### config.mk
export PLATFORM = sky130hd
export DESIGN_NAME = rgpi_port_end_flat
export DESIGN_NICKNAME = d
export VERILOG_FILES = /design/src/rtl/rgpi_pkg.sv /design/src/rtl/rgpi_link_if.sv /design/src/rtl/rgpi_port_end.sv /design/src/flat_wrapper.sv
export SDC_FILE = /design/constraint.sdc
export NUM_CORES = 1
export LEC_CHECK = 0
export BUFFER_PORTS_ARGS = -buffer_cell sky130_fd_sc_hd__buf_2
export CAP_MARGIN = 20
export CORE_MARGIN = 3
export CORE_UTILIZATION = 59
export DETAILED_ROUTE_END_ITERATION = 16
export PLACE_DENSITY = 0.88
export REMOVE_ABC_BUFFERS = 1
export SLEW_MARGIN = 20
export SYNTH_ARGS = -nofsm -noshare
export SYNTH_HDL_FRONTEND = slang
export SYNTH_SLANG_ARGS = --single-unit
### constraint.sdc
create_clock -name core_clk -period 4.7 [get_ports core_clk]
set_input_delay 0.705 -clock core_clk [delete_from_list [all_inputs] [get_ports core_clk]]
set_output_delay 0.705 -clock core_clk [all_outputs]
set_load 0.05 [all_outputs]
### src/rtl/rgpi_pkg.sv
/*
  Constants and types shared by both ends of the reduced gigabit link:
  link clock rates, derived divider counts, the control register layout
  and the mode strap codes.
  Assumes a 50 MHz core clock on both ends.
*/
package rgpi_pkg;

  typedef enum logic [1:0] {
    SPD_10 = 2'b00,
    SPD_100 = 2'b01,
    SPD_1000 = 2'b10
  } rgpi_speed_t;

  localparam int CORE_PERIOD_PS = 20000;
  localparam int LINK_1000_KHZ = 125000;
  localparam int LINK_100_KHZ = 25000;
  localparam int LINK_10_KHZ = 2500;
  localparam int DELAY_PS = 1500;

  // Half a link clock period in core cycles, rounded down, at least two.
  // The three-stage sampler accepts a level only after two equal samples,
  // so a one-cycle phase would never be seen by the far end.
  function automatic int half_cycles(input int khz);
    int c;
    c = (1000000000 / (2 * khz)) / CORE_PERIOD_PS;
    return (c < 2) ? 2 : c;
  endfunction

  localparam int HALF_1000 = half_cycles(LINK_1000_KHZ);
  localparam int HALF_100 = half_cycles(LINK_100_KHZ);
  localparam int HALF_10 = half_cycles(LINK_10_KHZ);
  // A least delay rounds up to whole core cycles.
  localparam int DELAY_CYC = (DELAY_PS + CORE_PERIOD_PS - 1) / CORE_PERIOD_PS;
  localparam int CNT_W = 8;

  localparam logic [7:0] REG_CTRL_ADDR = 8'h00;
  localparam logic [7:0] REG_STAT_ADDR = 8'h04;
  localparam int CTRL_OVR_BIT = 0;
  localparam int CTRL_SPD_LSB = 1;
  localparam int CTRL_TXDLY_BIT = 3;
  localparam int CTRL_RXDLY_BIT = 4;
  localparam logic [7:0] CTRL_RESET = 8'h10;
  localparam int STAT_SPD_LSB = 0;
  localparam int STAT_MODE_BIT = 2;
  localparam int STAT_STRAP_BIT = 3;

  localparam logic [1:0] MODE_RGMII_A = 2'h2;
  localparam logic [1:0] MODE_RGMII_B = 2'h3;

endpackage

### src/rtl/rgpi_link_if.sv
/*
  The twelve-wire reduced gigabit link between the switch port and the
  external MAC. Each end drives its own wires; nothing is two-way.
*/
`timescale 1ns/1ps
`default_nettype none
interface rgpi_link_if;
  logic txClk;
  logic txCtl;
  logic [3:0] txd;
  logic rxClk;
  logic rxCtl;
  logic [3:0] rxd;

  modport port_end (input txClk, input txCtl, input txd,
                    output rxClk, output rxCtl, output rxd);
  modport mac_end (output txClk, output txCtl, output txd,
                   input rxClk, input rxCtl, input rxd);
endinterface // rgpi_link_if
`default_nettype wire

### src/rtl/rgpi_port_end.sv
/*
  Switch side of the reduced gigabit link (PHY role). Sources the receive
  clock by a divider, launches bytes toward the MAC as nibbles, and
  collects nibbles sent by the MAC on its transmit clock.
  Assumes the MAC end and a small register master on core_clk.
*/
// How it works
// RULE_01 - MAC supplies 125, 25 or 2.5 MHz (with the 50 MHz core the MAC end makes 12.5, 12.5 or 2.5 MHz)
// RULE_02 - Port sources receive clock at link rate (with the 50 MHz core the port end makes 12.5, 12.5 or 2.5 MHz)
// RULE_03 - MAC sends nibbles on both gigabit edges
// RULE_04 - Port sends nibbles on both gigabit edges
// RULE_05 - MAC keeps control low until speeds agree (MAC end holds only at 10/100; at 1000 it ignores speedAgreed)
// RULE_06 - Speed change stretches receive clock, never runts
// RULE_07 - Control merges valid and error, falling-edge level
// RULE_08 - No automatic speed detection, configuration only
// RULE_09 - Power-up strap picks 1000 or 100
// RULE_10 - Register override picks 1000, 100 or 10
// RULE_11 - Mode straps enable the RGMII mode
// RULE_12 - Optional internal clock delay of 1.5 ns (port end delays by one whole 20 ns core cycle)
// RULE_13 - Ingress delay bit, reset off
// RULE_14 - Egress delay bit, reset on
// RULE_15 - Attached PHY should use fixed speed
// RULE_16 - Separate four-bit transmit and receive groups
// RULE_17 - All three speeds, half and full duplex
// RULE_18 - Gigabit low nibble rising, high falling
`timescale 1ns/1ps
`default_nettype none
module rgpi_port_end #(
  parameter int HALF_1000 = rgpi_pkg::HALF_1000,
  parameter int HALF_100 = rgpi_pkg::HALF_100,
  parameter int HALF_10 = rgpi_pkg::HALF_10
) (
  input wire logic core_clk,
  input wire logic arst_n,
  rgpi_link_if.port_end link,
  input wire logic [1:0] modeStrap,
  input wire logic speedStrap,
  input wire logic [7:0] regAddr,
  input wire logic [7:0] regWdata,
  input wire logic regWr,
  input wire logic regRd,
  output logic [7:0] regRdata,
  output logic rgmiiModeOn,
  input wire logic [7:0] egrData,
  input wire logic egrValid,
  input wire logic egrErr,
  output logic egrReady,
  output logic [7:0] ingData,
  output logic ingValid,
  output logic ingErr
);

  localparam int W = rgpi_pkg::CNT_W;

  function automatic logic [W-1:0] half_len(input rgpi_pkg::rgpi_speed_t s);
    case (s) // RULE_17
      rgpi_pkg::SPD_10: half_len = W'(HALF_10);
      rgpi_pkg::SPD_100: half_len = W'(HALF_100);
      default: half_len = W'(HALF_1000);
    endcase
  endfunction

  // Straps and configuration.
  logic strapDone_r;
  logic speedStrap_r;
  logic modeOn_r;
  logic [7:0] ctrl_r;
  logic [7:0] regRdata_r;

  always_ff @(posedge core_clk or negedge arst_n) begin
    if (!arst_n) begin
      strapDone_r <= 1'b0;
      speedStrap_r <= 1'b0;
      modeOn_r <= 1'b0;
    end else if (!strapDone_r) begin
      strapDone_r <= 1'b1;
      speedStrap_r <= speedStrap; // RULE_09
      modeOn_r <= (modeStrap == rgpi_pkg::MODE_RGMII_A) ||
                  (modeStrap == rgpi_pkg::MODE_RGMII_B); // RULE_11
    end
  end

  wire ctrlHit = regAddr == rgpi_pkg::REG_CTRL_ADDR;
  wire statHit = regAddr == rgpi_pkg::REG_STAT_ADDR;
  wire txDlyEn = ctrl_r[rgpi_pkg::CTRL_TXDLY_BIT];
  wire rxDlyEn = ctrl_r[rgpi_pkg::CTRL_RXDLY_BIT];
  wire [1:0] ovrSpd = ctrl_r[rgpi_pkg::CTRL_SPD_LSB +: 2];
  // Speed is never learned from the link, only from strap or register.
  wire rgpi_pkg::rgpi_speed_t speed = ctrl_r[rgpi_pkg::CTRL_OVR_BIT] ?
      rgpi_pkg::rgpi_speed_t'(ovrSpd) :
      (speedStrap_r ? rgpi_pkg::SPD_1000 : rgpi_pkg::SPD_100); // RULE_08 RULE_10
  wire gig = speed == rgpi_pkg::SPD_1000;
  wire [7:0] statWord = {4'h0, speedStrap_r, modeOn_r, speed};

  always_ff @(posedge core_clk or negedge arst_n) begin
    if (!arst_n) begin
      ctrl_r <= rgpi_pkg::CTRL_RESET; // RULE_13 RULE_14
      regRdata_r <= 8'h00;
    end else begin
      if (regWr && ctrlHit) begin
        ctrl_r <= regWdata;
      end
      regRdata_r <= !regRd ? 8'h00 : ctrlHit ? ctrl_r : statHit ? statWord : 8'h00;
    end
  end

  // Receive clock divider. A new half length is loaded only when a phase
  // ends, and a speed change holds the level one extra slow half period,
  // so the MAC never sees a short phase.
  logic [W-1:0] cnt_r;
  logic rxClkLvl_r;
  rgpi_pkg::rgpi_speed_t lastSpd_r;
  wire toggle = cnt_r == '0;
  wire spdChg = speed != lastSpd_r;
  wire riseT = toggle && !spdChg && !rxClkLvl_r;
  wire fallT = toggle && !spdChg && rxClkLvl_r;

  always_ff @(posedge core_clk or negedge arst_n) begin
    if (!arst_n) begin
      cnt_r <= '0;
      rxClkLvl_r <= 1'b0;
      lastSpd_r <= rgpi_pkg::SPD_100;
    end else if (toggle) begin
      lastSpd_r <= speed;
      rxClkLvl_r <= spdChg ? rxClkLvl_r : !rxClkLvl_r; // RULE_06
      cnt_r <= (spdChg ? W'(HALF_10) : half_len(speed)) - W'(1); // RULE_02
    end else begin
      cnt_r <= cnt_r - W'(1);
    end
  end

  // Egress path toward the MAC: a byte is taken at a rising launch and
  // split over one clock (gigabit) or two clocks (10/100).
  logic nibPh_r;
  logic [3:0] hiNib_r;
  logic dv_r;
  logic er_r;
  logic [3:0] rxd_r;
  logic rxCtl_r;
  assign egrReady = riseT && modeOn_r && (gig || !nibPh_r);
  wire take = egrReady && egrValid;

  always_ff @(posedge core_clk or negedge arst_n) begin
    if (!arst_n) begin
      nibPh_r <= 1'b0;
      hiNib_r <= 4'h0;
      dv_r <= 1'b0;
      er_r <= 1'b0;
      rxd_r <= 4'h0;
      rxCtl_r <= 1'b0;
    end else if (riseT && (gig || !nibPh_r)) begin
      dv_r <= take;
      er_r <= take && egrErr;
      hiNib_r <= egrData[7:4];
      rxd_r <= take ? egrData[3:0] : 4'h0; // RULE_04 RULE_18
      rxCtl_r <= take;
      nibPh_r <= take && !gig;
    end else if (riseT) begin
      rxd_r <= hiNib_r; // RULE_18
      rxCtl_r <= dv_r;
      nibPh_r <= 1'b0;
    end else if (fallT) begin
      rxd_r <= gig ? hiNib_r : rxd_r; // RULE_04 RULE_18
      rxCtl_r <= dv_r ^ er_r; // RULE_07
    end
  end

  // Egress clock delay is a shift of whole core cycles.
  localparam int DLY = rgpi_pkg::DELAY_CYC;
  logic [DLY-1:0] clkDly_r;
  always_ff @(posedge core_clk or negedge arst_n) begin
    if (!arst_n) begin
      clkDly_r <= '0;
    end else begin
      clkDly_r <= DLY'({clkDly_r, rxClkLvl_r});
    end
  end

  assign link.rxClk = rxDlyEn ? clkDly_r[rgpi_pkg::DELAY_CYC-1] : rxClkLvl_r; // RULE_12
  assign link.rxd = rxd_r; // RULE_16
  assign link.rxCtl = rxCtl_r;

  // Ingress path from the MAC: three-stage sampling of clock, control and
  // data; a clock level counts once stages two and three agree.
  logic [5:0] syn1_r;
  logic [5:0] syn2_r;
  logic [5:0] syn3_r;
  logic clkSt_r;
  logic clkDl_r;
  logic clkPrev_r;
  logic [4:0] datA_r;
  logic [4:0] datB_r;
  logic [4:0] datC_r;

  always_ff @(posedge core_clk or negedge arst_n) begin
    if (!arst_n) begin
      syn1_r <= '0;
      syn2_r <= '0;
      syn3_r <= '0;
      clkSt_r <= 1'b0;
      clkDl_r <= 1'b0;
      clkPrev_r <= 1'b0;
      datA_r <= '0;
      datB_r <= '0;
      datC_r <= '0;
    end else begin
      syn1_r <= {link.txClk, link.txCtl, link.txd};
      syn2_r <= syn1_r;
      syn3_r <= syn2_r;
      clkSt_r <= (syn2_r[5] == syn3_r[5]) ? syn3_r[5] : clkSt_r;
      clkDl_r <= clkSt_r;
      datA_r <= syn3_r[4:0];
      datB_r <= datA_r;
      datC_r <= datB_r;
      clkPrev_r <= txDlyEn ? clkDl_r : clkSt_r;
    end
  end

  wire clkUse = txDlyEn ? clkDl_r : clkSt_r; // RULE_12
  // The MAC changes its wires at each clock toggle, so the nibble that belongs
  // to an edge is the one seen in the last sample before the edge.
  wire [4:0] datUse = txDlyEn ? datC_r : datB_r;
  wire inRise = clkUse && !clkPrev_r && modeOn_r;
  wire inFall = !clkUse && clkPrev_r && modeOn_r;
  wire inCtl = datUse[4];
  wire [3:0] inNib = datUse[3:0];

  logic ctlRise_r;
  logic [3:0] loNib_r;
  logic inHalf_r;
  logic inErr_r;
  logic [7:0] ingData_r;
  logic ingValid_r;
  logic ingErr_r;

  always_ff @(posedge core_clk or negedge arst_n) begin
    if (!arst_n) begin
      ctlRise_r <= 1'b0;
      loNib_r <= 4'h0;
      inHalf_r <= 1'b0;
      inErr_r <= 1'b0;
      ingData_r <= 8'h00;
      ingValid_r <= 1'b0;
      ingErr_r <= 1'b0;
    end else begin
      ingValid_r <= 1'b0;
      if (inRise) begin
        ctlRise_r <= inCtl;
        if (gig || !inHalf_r) begin
          loNib_r <= inNib; // RULE_03 RULE_18
          inHalf_r <= inCtl && !gig; // RULE_05
        end else begin
          ingData_r <= {inNib, loNib_r};
          ingValid_r <= 1'b1;
          ingErr_r <= inErr_r;
          inHalf_r <= 1'b0;
        end
      end
      if (inFall) begin
        inErr_r <= ctlRise_r && (ctlRise_r ^ inCtl); // RULE_07
        if (gig && ctlRise_r) begin
          ingData_r <= {inNib, loNib_r}; // RULE_03 RULE_18
          ingValid_r <= 1'b1;
          ingErr_r <= ctlRise_r ^ inCtl; // RULE_07
        end
      end
    end
  end

  assign ingData = ingData_r;
  assign ingValid = ingValid_r;
  assign ingErr = ingErr_r;
  assign regRdata = regRdata_r;
  assign rgmiiModeOn = modeOn_r;

endmodule // rgpi_port_end
`default_nettype wire

### src/flat_wrapper.sv
// flat-port wrapper written by rule: the top's interface ports become plain ports
module rgpi_port_end_flat 
#(
  parameter int HALF_1000 = rgpi_pkg::HALF_1000,
  parameter int HALF_100 = rgpi_pkg::HALF_100,
  parameter int HALF_10 = rgpi_pkg::HALF_10
)
  (core_clk, arst_n, modeStrap, speedStrap, regAddr, regWdata, regWr, regRd, regRdata, rgmiiModeOn, egrData, egrValid, egrErr, egrReady, ingData, ingValid, ingErr, link_txClk, link_txCtl, link_txd, link_rxClk, link_rxCtl, link_rxd);
  rgpi_link_if link_i ();
  input wire logic core_clk;
  input wire logic arst_n;
  input wire logic [1:0] modeStrap;
  input wire logic speedStrap;
  input wire logic [7:0] regAddr;
  input wire logic [7:0] regWdata;
  input wire logic regWr;
  input wire logic regRd;
  output logic [7:0] regRdata;
  output logic rgmiiModeOn;
  input wire logic [7:0] egrData;
  input wire logic egrValid;
  input wire logic egrErr;
  output logic egrReady;
  output logic [7:0] ingData;
  output logic ingValid;
  output logic ingErr;
  input wire logic [$bits(link_i.txClk)-1:0] link_txClk;
  input wire logic [$bits(link_i.txCtl)-1:0] link_txCtl;
  input wire logic [$bits(link_i.txd)-1:0] link_txd;
  output wire logic [$bits(link_i.rxClk)-1:0] link_rxClk;
  output wire logic [$bits(link_i.rxCtl)-1:0] link_rxCtl;
  output wire logic [$bits(link_i.rxd)-1:0] link_rxd;
  assign link_i.txClk = link_txClk;
  assign link_i.txCtl = link_txCtl;
  assign link_i.txd = link_txd;
  assign link_rxClk = link_i.rxClk;
  assign link_rxCtl = link_i.rxCtl;
  assign link_rxd = link_i.rxd;
  rgpi_port_end #(.HALF_1000(HALF_1000), .HALF_100(HALF_100), .HALF_10(HALF_10)) u_core (.core_clk(core_clk), .arst_n(arst_n), .link(link_i), .modeStrap(modeStrap), .speedStrap(speedStrap), .regAddr(regAddr), .regWdata(regWdata), .regWr(regWr), .regRd(regRd), .regRdata(regRdata), .rgmiiModeOn(rgmiiModeOn), .egrData(egrData), .egrValid(egrValid), .egrErr(egrErr), .egrReady(egrReady), .ingData(ingData), .ingValid(ingValid), .ingErr(ingErr));
endmodule
==> impl_metrics.tcl, run 1 <==
set metrics [dict create \
    synthCells 264 \
    cp.arrival_ns 2.28 \
    grt_pass1_vias 2472 \
    fin_cells 409 \
    p_comb_share_pct 24.1 \
    grt.overflow.total 0 \
    powerDensity_mw_per_mm2 547.1 \
    place_inst 393 \
    yosysTopAreaCellShare_pct 65.41 \
    setup_ws_ns 1.711 \
    port_buffers 63 \
    p_int_uw 1533 \
    crit_path_end "egrReady" \
    synth_largest_area_cell "dfrtp_1" \
    cp-end-kind "output port" \
    die_x_um 84.07 \
    p_switching_uw 775.7 \
    dp_hpwl_um 4717 \
    dieArea_mm2 0.007068 \
    use_met1_pct 23.56 \
    clkPwrFrac_pct 27.5 \
    synthTopCellsByCount "94 x dfrtp_1, 30 x mux2_2, 25 x nand2_1" \
    synth_seq_cells 96 \
    io_pins 65 \
    grt-busiest-layer "met2" \
    routabilityCongestion 0.8290 \
    die_y_um 84.07 \
    ys_types 46 \
    netlist_area_mm2 0.003596 \
    clkTransAtPathRegs_ns 0.09 \
    pre_cts_slack_ns 2.089 \
    drv_slew 0 \
    fmax_mhz 334.6 \
    drc 0 \
    tns_ns 0 \
    fp-row-count 27 \
    cts_tree "yes" \
    cts_resized 0 \
    synth_edf_count 0 \
    initial_core_util_pct 62.98 \
    wire_per_inst_um 16.97 \
    fin_worst_skew_ns 0.009533 \
    grt.met3_usage_pct 5.627 \
    whs_ns 0.3364 \
    layout_min_cycle_time_ns 2.989 \
    async_reset_ff_share_pct 100.0 \
    ctsHoldBuffers 0 \
    grt_pass1_wl_um 11650 \
    setup_viol 0 \
    synth_area_per_cell_um2 13.62 \
    sw_frac_of_total_pct 33.59 \
    yosysWarnings 0 \
    clock_latency_ns 0.36 \
    synth_area_leaders "dfrtp_1 65%, mux2_2 9.4%, nand2_1 2.6%, xor2_1 1.7%, mux2i_1 1.7%" \
    cts_root_buffer "clkbuf_8" \
    drt_first_pass_iters 4 \
    crit_type "flop to output port" \
    num_vias 2284 \
    clock_sinks 96 \
    nets 373 \
    diodes 0 \
    final-hold-violation-count 0 \
    coreArea_mm2 0.005709 \
    period_share_pct 63.59 \
    grt_util_met2_pct 38.24 \
    cts-buffers-inserted 9 \
    grt_use_total_pct 21.32 \
    syn2layout_area_growth_pct 17.36 \
    antenna_found_initial 0 \
    maxCapViolations 0 \
    cellLeakagePower_uw 0.002014 \
    status "finished clean" \
    rsz0062_at_grt "false" \
    rr_startpoint "u_core.cnt_r[5]" \
    synth_ff_type "dfrtp_1" \
    worst-r2r-cell-count 5 \
    yosysMostFrequentCell "dfrtp_1" \
    yosysSeqAreaShare_pct 66.88 \
    cp.required_ns 3.99 \
    ir_worst_vdd_uv 372.1 \
    drtIter0Drc 147 \
    reg2reg_to "u_core.nibPh_r" \
    cts_setup_buffers 0 \
    ant_nets 0 \
    vias_per_cell 5.584 \
    drt_wl_total_um 6940 \
    htreeDepth 3 \
    cts_buffer_depth 2 \
    seqPwrFrac_pct 48.4 \
    layout-drive-gt1-share_pct 36.20 \
    cp-start-kind "flop" \
    grt_max_degree 51 \
    hp-class "primary input to asynchronous set/reset pin" \
    slew-limit-headroom_pct 61.17 \
    reg2reg_slack_ns 2.44 \
    worstMarginPinSlew_ns 0.5824 \
    n_fill_cell 354 \
    cp-startpoint "u_core.cnt_r[5]" \
    cp_max_fo 10 \
]
[placed cells by master, fill, tap and decap left out, types with 5 or more instances in the layout]
cell      instances
nor3_1            6
buf_2            62
nor2_1           15
clkbuf_8          9
xor2_1            7
dfrtp_1          94
nand3_1           9
mux2i_1           6
and2_1            6
o21ai_0           6
nand2_1          25
inv_1             5
mux2_2           30
[state kept, by name, summed over array words and instances, names as in the netlist, 2 cells and up]
signal and count:
u_core.datA_r 5, u_core.cnt_r 8, u_core.ingData 8, u_core.lastSpd_r 2
u_core.loNib_r 4, u_core.datB_r 5, u_core.ctrl_r 8, u_core.regRdata 8
u_core.syn3_r 6, u_core.syn1_r 6, u_core.link.rxd 4, u_core.syn2_r 6
u_core.hiNib_r 4, u_core.datC_r 5
[kinds of logic (layout without fill, tap and decap cells)]
logic type	after synthesis	after routing	share of synthesized area, %
other cells	1	1	0.1043
simple gates	85	85	13.26
compound gates	23	23	4.315
fa+ha+maj	3	3	0.9742
xor+xnor	8	8	1.949
mux	36	36	11.06
flops	96	96	66.88
buf+inv	12	85	1.461
[cell type report]
| cell class | instances | area (µm²) | share of cell area, % |
|---|---|---|---|
| Clock buffer | 10 | 127.6 | 3.024 |
| Clock inverter | 6 | 115.1 | 2.728 |
| Timing Repair Buffer | 64 | 325.3 | 7.708 |
| Sequential cell | 96 | 2405 | 56.98 |
| Inverter | 5 | 18.77 | 0.4447 |
| Tap cell | 72 | 90.09 | 2.135 |
| Multi-Input combinational cell | 156 | 1139 | 26.98 |
[power groups by stage]
stage               clock network (µW)  registers, µW  logic [µW]
finish                             634           1120         557
CTS                                646           1120         565
floorplan                            0           1300         219
global placement                     0           1120         534
detailed placement                   0           1130         557
global route                       686           1140         599
[metrics by stage]
| step | instance area, µm² | util (%) | total power (µW) |
|---|---|---|---|
| 6_report | 4220 | 73.92 | 2309 |
| 5_1_grt | 4220 | 73.92 | 2428 |
| 4_1_cts | 4220 | 73.92 | 2328 |
| 3_5_place_dp | 3978 | 69.67 | 1688 |
| 3_3_place_gp | 3978 | 69.67 | 1653 |
| 2_1_floorplan | 3562 | - | 1519 |
[metal layers]
metal / vias to the layer above / routed length (µm)
met5: - / 0
met4: 0 / 171
met3: 21 / 341
met2: 70 / 3831
met1: 1145 / 2596
li1: 1048 / -
[worst min path at each step]
stage	to	slack, ns
3_5_place_dp	u_core.datB_r[0]	0.34
2_1_floorplan	u_core.datA_r[0]	0.33
3_3_place_gp	u_core.datA_r[1]	0.33
4_1_cts	u_core.ctrl_r[5]	0.34
6_report	u_core.syn1_r[3]	0.34
5_1_grt	u_core.syn3_r[2]	0.36
[critical path, stage by stage (launching register included)]
cell and delay [ns]:
dfrtp_1 0.42, or4_4 0.58, nor4_4 0.29, nand4_4 0.20
nor2_1 0.15, buf_2 0.28
Power figures use the tool's default switching activity.
==> inputs of run 2 (changes only) <==
Settings changed: CORE_UTILIZATION 59 to 49, PLACE_DENSITY 0.88 to 0.78.
Clock period 4.7 ns to 2.6 ns, I/O delays scaled along.
==> run 2 against run 1 <==
Flip-flop and latch count unchanged. Clock power up 41%. Setup slack worse by 1.6 ns. Register-to-register slack worse by 2.1 ns. Sequential power up 80%. First-iteration DRC count down 42%. Cell count up 6.8%. Critical path depth unchanged. Wire length down 9.5%. Global-route usage down 5.0 points. Sequential share of layout area down 0.12 points. Design area up 0.21%. Largest power group unchanged.
==> impl_metrics.tcl, run 2 (synthesis gave the netlist of run 1 again) <==
set metrics [dict create \
    layout-drive-gt1-share_pct 37.54 \
    initial_core_util_pct 51.78 \
    clkPwrFrac_pct 22.8 \
    final_cell_mix "94 x dfrtp_1, 61 x buf_2, 30 x mux2_2" \
    cp-start-kind "flop" \
    rsz0062_at_grt "false" \
    crit_type "flop to output port" \
    clock_sinks 96 \
    fin_worst_skew_ns 0.01134 \
    clock_latency_ns 0.35 \
    grt_pass1_vias 2283 \
    worstMarginPinSlew_ns 0.7382 \
    dieArea_mm2 0.008402 \
    drt_first_pass_iters 4 \
    crit_slowest_cell "dfstp_2" \
    final-hold-violation-count 0 \
    cts_root_buffer "clkbuf_8" \
    vias_per_cell 5.078 \
    routabilityCongestion 0.8075 \
    layout_min_cycle_time_ns 2.452 \
    setup_viol 0 \
    ctsHoldBuffers 0 \
    cp.arrival_ns 2.06 \
    die_x_um 91.67 \
    p_switching_uw 1407 \
    powerDensity_mw_per_mm2 923.8 \
    grt_max_degree 62 \
    io_pins 65 \
    fp-row-count 30 \
    p_int_uw 2499 \
    ant_nets 0 \
    cp_top_family "simple AND/OR/NAND/NOR gates" \
    cts-buffers-inserted 9 \
    tns_ns 0 \
    grt_pass1_wl_um 10730 \
    num_vias 2219 \
    cp.required_ns 2.21 \
    antenna_found_initial 0 \
    drt_wl_total_um 6280 \
    port_buffers 63 \
    layout_commonest_cell "dfrtp_1" \
    htreeDepth 3 \
    worst-r2r-cell-count 5 \
    status "finished clean" \
    clkTransAtPathRegs_ns 0.10 \
    dp_hpwl_um 4436 \
    p_comb_share_pct 25.5 \
    coreArea_mm2 0.006944 \
    grt.overflow.total 0 \
    cellLeakagePower_uw 0.002010 \
    drv_slew 0 \
    slew-limit-headroom_pct 50.79 \
    hp-class "primary input to asynchronous set/reset pin" \
    fmax_mhz 407.8 \
    maxCapViolations 0 \
    n_fill_cell 558 \
    pre_cts_slack_ns 0.2375 \
    wire_per_inst_um 14.37 \
    cts_tree "yes" \
    seqPwrFrac_pct 51.6 \
    period_share_pct 94.32 \
    drc 0 \
    cp_cell_sequence "or3b_2 > nand3b_1 > nand4_4 > nor2_2 > buf_4" \
    cp_max_fo 6 \
    grt_use_total_pct 16.28 \
    ir_worst_vdd_uv 432.0 \
    drtIter0Drc 85 \
    path_depth 5 \
    cpPeakStageDelay_ns 0.59 \
    setup_ws_ns 0.1476 \
    cts_buffer_depth 2 \
    syn2layout_area_growth_pct 17.61 \
    cp-end-kind "output port" \
    crit_buf_inv 1 \
    die_y_um 91.67 \
    diodes 0 \
    nets 377 \
    sw_frac_of_total_pct 36.02 \
]
==> run 2: cell types whose count changed in the layout (fill, tap and decap cells not counted), sizes merged <==
| cell | before | now |
|---|---|---|
| bufinv | 3 | 0 |
| inv | 6 | 10 |
| buf | 64 | 68 |
| clkbuf | 10 | 9 |
==> run 2: worst paths after layout <==
| kind | from | to | slack, ns |
|---|---|---|---|
| setup / recovery | u_core.lastSpd_r[0] | egrReady | 0.15 |
| hold / removal | arst_n | u_core.ingData[2] | 0.08 |
| setup reg to reg | u_core.cnt_r[5] | u_core.nibPh_r | 0.39 |
| hold reg to reg | u_core.syn3_r[3] | u_core.datA_r[3] | 0.36 |
| max in group asynchronous | arst_n | u_core.syn3_r[0] | 1.82 |
| min in group core_clk | link_txd[1] | u_core.syn1_r[1] | 0.14 |
==> run 2: repair_timing <==
action                     4_1_cts  5_1_grt
setup endpoints to repair        1        1
buffers inserted                 1        0
pin swaps                        1        1
resized for setup                2        1
==> run 2: metrics by stage <==
stage               std cells  instance area [µm²]  utilization, %  total power, µW  hold slack, ns
global route              437                 4229           60.90             4134          0.1098
floorplan                 257                 3562               -             2746         0.09441
CTS                       437                 4225           60.85             3950          0.1061
global placement          420                 4030           58.04             2999          0.3314
detailed placement        420                 4030           58.04             3043          0.3364
finish                    437                 4229           60.90             3907         0.08500
==> run 2: metal layers <==
| layer | wire length (µm) | share of wire, % | GRT usage [%] |
|---|---|---|---|
| met1 | 2795 | 45 | 21.35 |
| met2 | 3034 | 48 | 25.56 |
| met3 | 363 | 5.8 | 4.102 |
| met4 | 87 | 1.4 | 7.538 |
| met5 | 0 | 0 | 0 |
==> run 2: layout make-up <==
| class | instances | area [µm²] | share of cell area, % |
|---|---|---|---|
| Clock buffer | 9 | 123.9 | 2.929 |
| Clock inverter | 7 | 58.81 | 1.391 |
| Inverter | 5 | 18.77 | 0.4438 |
| Multi-Input combinational cell | 156 | 1145 | 27.07 |
| Sequential cell | 96 | 2405 | 56.86 |
| Tap cell | 96 | 120.1 | 2.840 |
| Timing Repair Buffer | 68 | 357.8 | 8.462 |
==> run 2: power by group through the flow <==
stage / clock network [µW] / registers (µW) / logic, µW
after floorplan: 0 / 2350 / 396
after global placement: 0 / 2020 / 975
after detailed placement: 0 / 2040 / 1000
after CTS: 928 / 2020 / 1010
after global routing: 990 / 2070 / 1080
final: 892 / 2020 / 998
==> inputs of run 3 (changes only) <==
Settings changed: ABC_AREA from default to 1, CORE_MARGIN 3 to 2.
==> run 3 against run 2 <==
Setup slack better by 0.098 ns. Die area shrank 2.6%. Flip-flop and latch count is the same. Worst hold slack worse by 0.054 ns. Global-route usage rose by 0.68 points. Sequential power down 2%. Count of clock-buffer cells in the layout unchanged.
==> impl_metrics.tcl, run 3 <==
set metrics [dict create \
    status "finished clean" \
    reg2reg_slack_ns 0.79 \
    yosysMostFrequentCell "dfrtp_1" \
    synth_ff_type "dfrtp_1" \
    drt_first_pass_iters 4 \
    clkTransAtPathRegs_ns 0.09 \
    num_vias 2450 \
    synth_edf_count 0 \
    cts_resized 0 \
    cts-buffers-inserted 9 \
    synthTopCellsByCount "94 x dfrtp_1, 71 x nand2_1, 39 x nor2_1" \
    netlist_area_mm2 0.003664 \
    port_buffers 63 \
    clock_sinks 96 \
    dieArea_mm2 0.008184 \
    grt_use_total_pct 16.96 \
    grt_pass1_vias 2370 \
    crit_path_end "egrReady" \
    dp_hpwl_um 4412 \
    async_reset_ff_share_pct 100.0 \
    rsz0062_at_grt "false" \
    syn2layout_area_growth_pct 16.97 \
    cp-startpoint "u_core.cnt_r[5]" \
    drt_wl_total_um 6222 \
    worst-r2r-cell-count 6 \
    clkPwrFrac_pct 24.2 \
    cts_setup_buffers 0 \
    ant_nets 0 \
    fmax_mhz 424.7 \
    layout-drive-gt1-share_pct 27.54 \
    die_x_um 90.47 \
    ys_types 37 \
    tns_ns 0 \
    cp.required_ns 2.21 \
    cp-start-kind "flop" \
    p_int_uw 2560 \
    cp.arrival_ns 1.96 \
    ir_worst_vdd_uv 299.8 \
    cts_root_buffer "clkbuf_8" \
    htreeDepth 3 \
    drc 0 \
    seqPwrFrac_pct 49.3 \
    hp-class "primary input to asynchronous set/reset pin" \
    synth_area_leaders "dfrtp_1 64%, nand2_1 7.3%, nor2_1 4.0%, inv_1 2.9%, a21oi_1 2.6%" \
    wire_per_inst_um 12.13 \
    coreArea_mm2 0.007253 \
    maxCapViolations 0 \
    yosysWarnings 0 \
    synth_largest_area_cell "dfrtp_1" \
    powerDensity_mw_per_mm2 933.8 \
    layout_commonest_cell "dfrtp_1" \
    routabilityCongestion 0.7896 \
    setup_viol 0 \
    total_power_uw 4002 \
    rr_startpoint "u_core.ctrl_r[3]" \
    grt_pass1_wl_um 10980 \
    antenna_found_initial 0 \
    drtIter0Drc 97 \
    period_share_pct 90.57 \
    place_inst 497 \
    p_switching_uw 1442 \
    yosysSeqAreaShare_pct 65.64 \
    utilization_pct 59.08 \
    n_fill_cell 644 \
    cellLeakagePower_uw 0.002174 \
    ctsHoldBuffers 0 \
    cts_buffer_depth 2 \
    register_area_mm2 0.002405 \
    cp-end-kind "output port" \
    fin_worst_skew_ns 0.01153 \
    io_pins 65 \
    cts_tree "yes" \
    synth_seq_cells 96 \
    diodes 0 \
    cp_max_fo 12 \
    crit_type "flop to output port" \
    yosysTopAreaCellShare_pct 64.21 \
    sw_frac_of_total_pct 36.03 \
    reg2reg_to "u_core.ingData[0]" \
    slew-limit-headroom_pct 60.18 \
    layout_min_cycle_time_ns 2.355 \
    multiInputGateArea_mm2 0.001079 \
    worstMarginPinSlew_ns 0.5973 \
    die_y_um 90.47 \
    clock_latency_ns 0.36 \
    fp-row-count 31 \
    nets 450 \
    final-hold-violation-count 0 \
    final_cell_mix "94 x dfrtp_1, 71 x nand2_1, 62 x buf_2" \
    synthCells 338 \
    grt_max_degree 50 \
    synth_area_per_cell_um2 10.84 \
    fin_cells 513 \
    initial_core_util_pct 50.51 \
    grt.overflow.total 0 \
    vias_per_cell 4.776 \
    p_comb_share_pct 26.5 \
    drv_slew 0 \
]
run 3: critical path: stages, from the launching register on:
cell and delay [ns]:
dfrtp_1 0.42, nor2_1 0.19, nand2_1 0.11, nor2_4 0.29
nand4_2 0.15, nor2_1 0.16, buf_2 0.29
run 3: area by class of cell:
cell class | instances | share of cell area [%]
timing repair buffer | 65 | 8.058
clock buffer | 9 | 2.891
tap | 99 | 2.891
multi-input combinational | 203 | 25.17
inverter | 34 | 3.095
sequential | 96 | 56.12
clock inverter | 7 | 1.781
run 3: worst min path at each step:
stage          cells past startpoint  slack (ns)                to
2_1_floorplan                      0        0.09    u_core.clkDl_r
3_3_place_gp                       0        0.33  u_core.datA_r[0]
3_5_place_dp                       0        0.33  u_core.datB_r[4]
4_1_cts                            1        0.04  u_core.syn1_r[0]
5_1_grt                            1        0.07  u_core.syn1_r[0]
6_report                           1        0.03  u_core.syn1_r[0]
run 3: logic make-up (layout without fill, tap and decap cells):
kind of cell,after synthesis,after routing,synth area share (%)
mux,8,8,2.527
simple gates,148,148,19.19
buf+inv,39,115,4.918
flops,96,96,65.64
compound gates,39,39,5.704
xor+xnor,4,4,0.9562
other cells,1,1,0.1024
fa+ha+maj,3,3,0.9562
run 3: layer usage:
layer	up-vias	GRT usage, %	part of all wire (%)
met4	0	7.308	1.4
li1	1231	-	-
met1	1146	22.89	46
met3	6	4.424	5.4
met5	-	0	0
met2	67	26.18	47
run 3: metrics by stage:
stage | cell area, µm² | worst slack (ns) | hold slack [ns]
after floorplan | 3616 | 0.3328 | 0.09441
after global placement | 4085 | 0.6869 | 0.3331
after detailed placement | 4085 | 0.6438 | 0.3347
after CTS | 4285 | 0.2349 | 0.03769
after global routing | 4285 | 0.03043 | 0.06729
final | 4285 | 0.2453 | 0.03066
run 3: power by group through the flow:
| stage | Sequential [µW] | Combinational, µW | Clock (µW) |
|---|---|---|---|
| floorplan | 2310 | 463 | 0 |
| global placement | 1980 | 1040 | 0 |
| detailed placement | 2000 | 1070 | 0 |
| CTS | 1970 | 1070 | 1000 |
| global route | 2020 | 1160 | 1060 |
| finish | 1970 | 1060 | 968 |
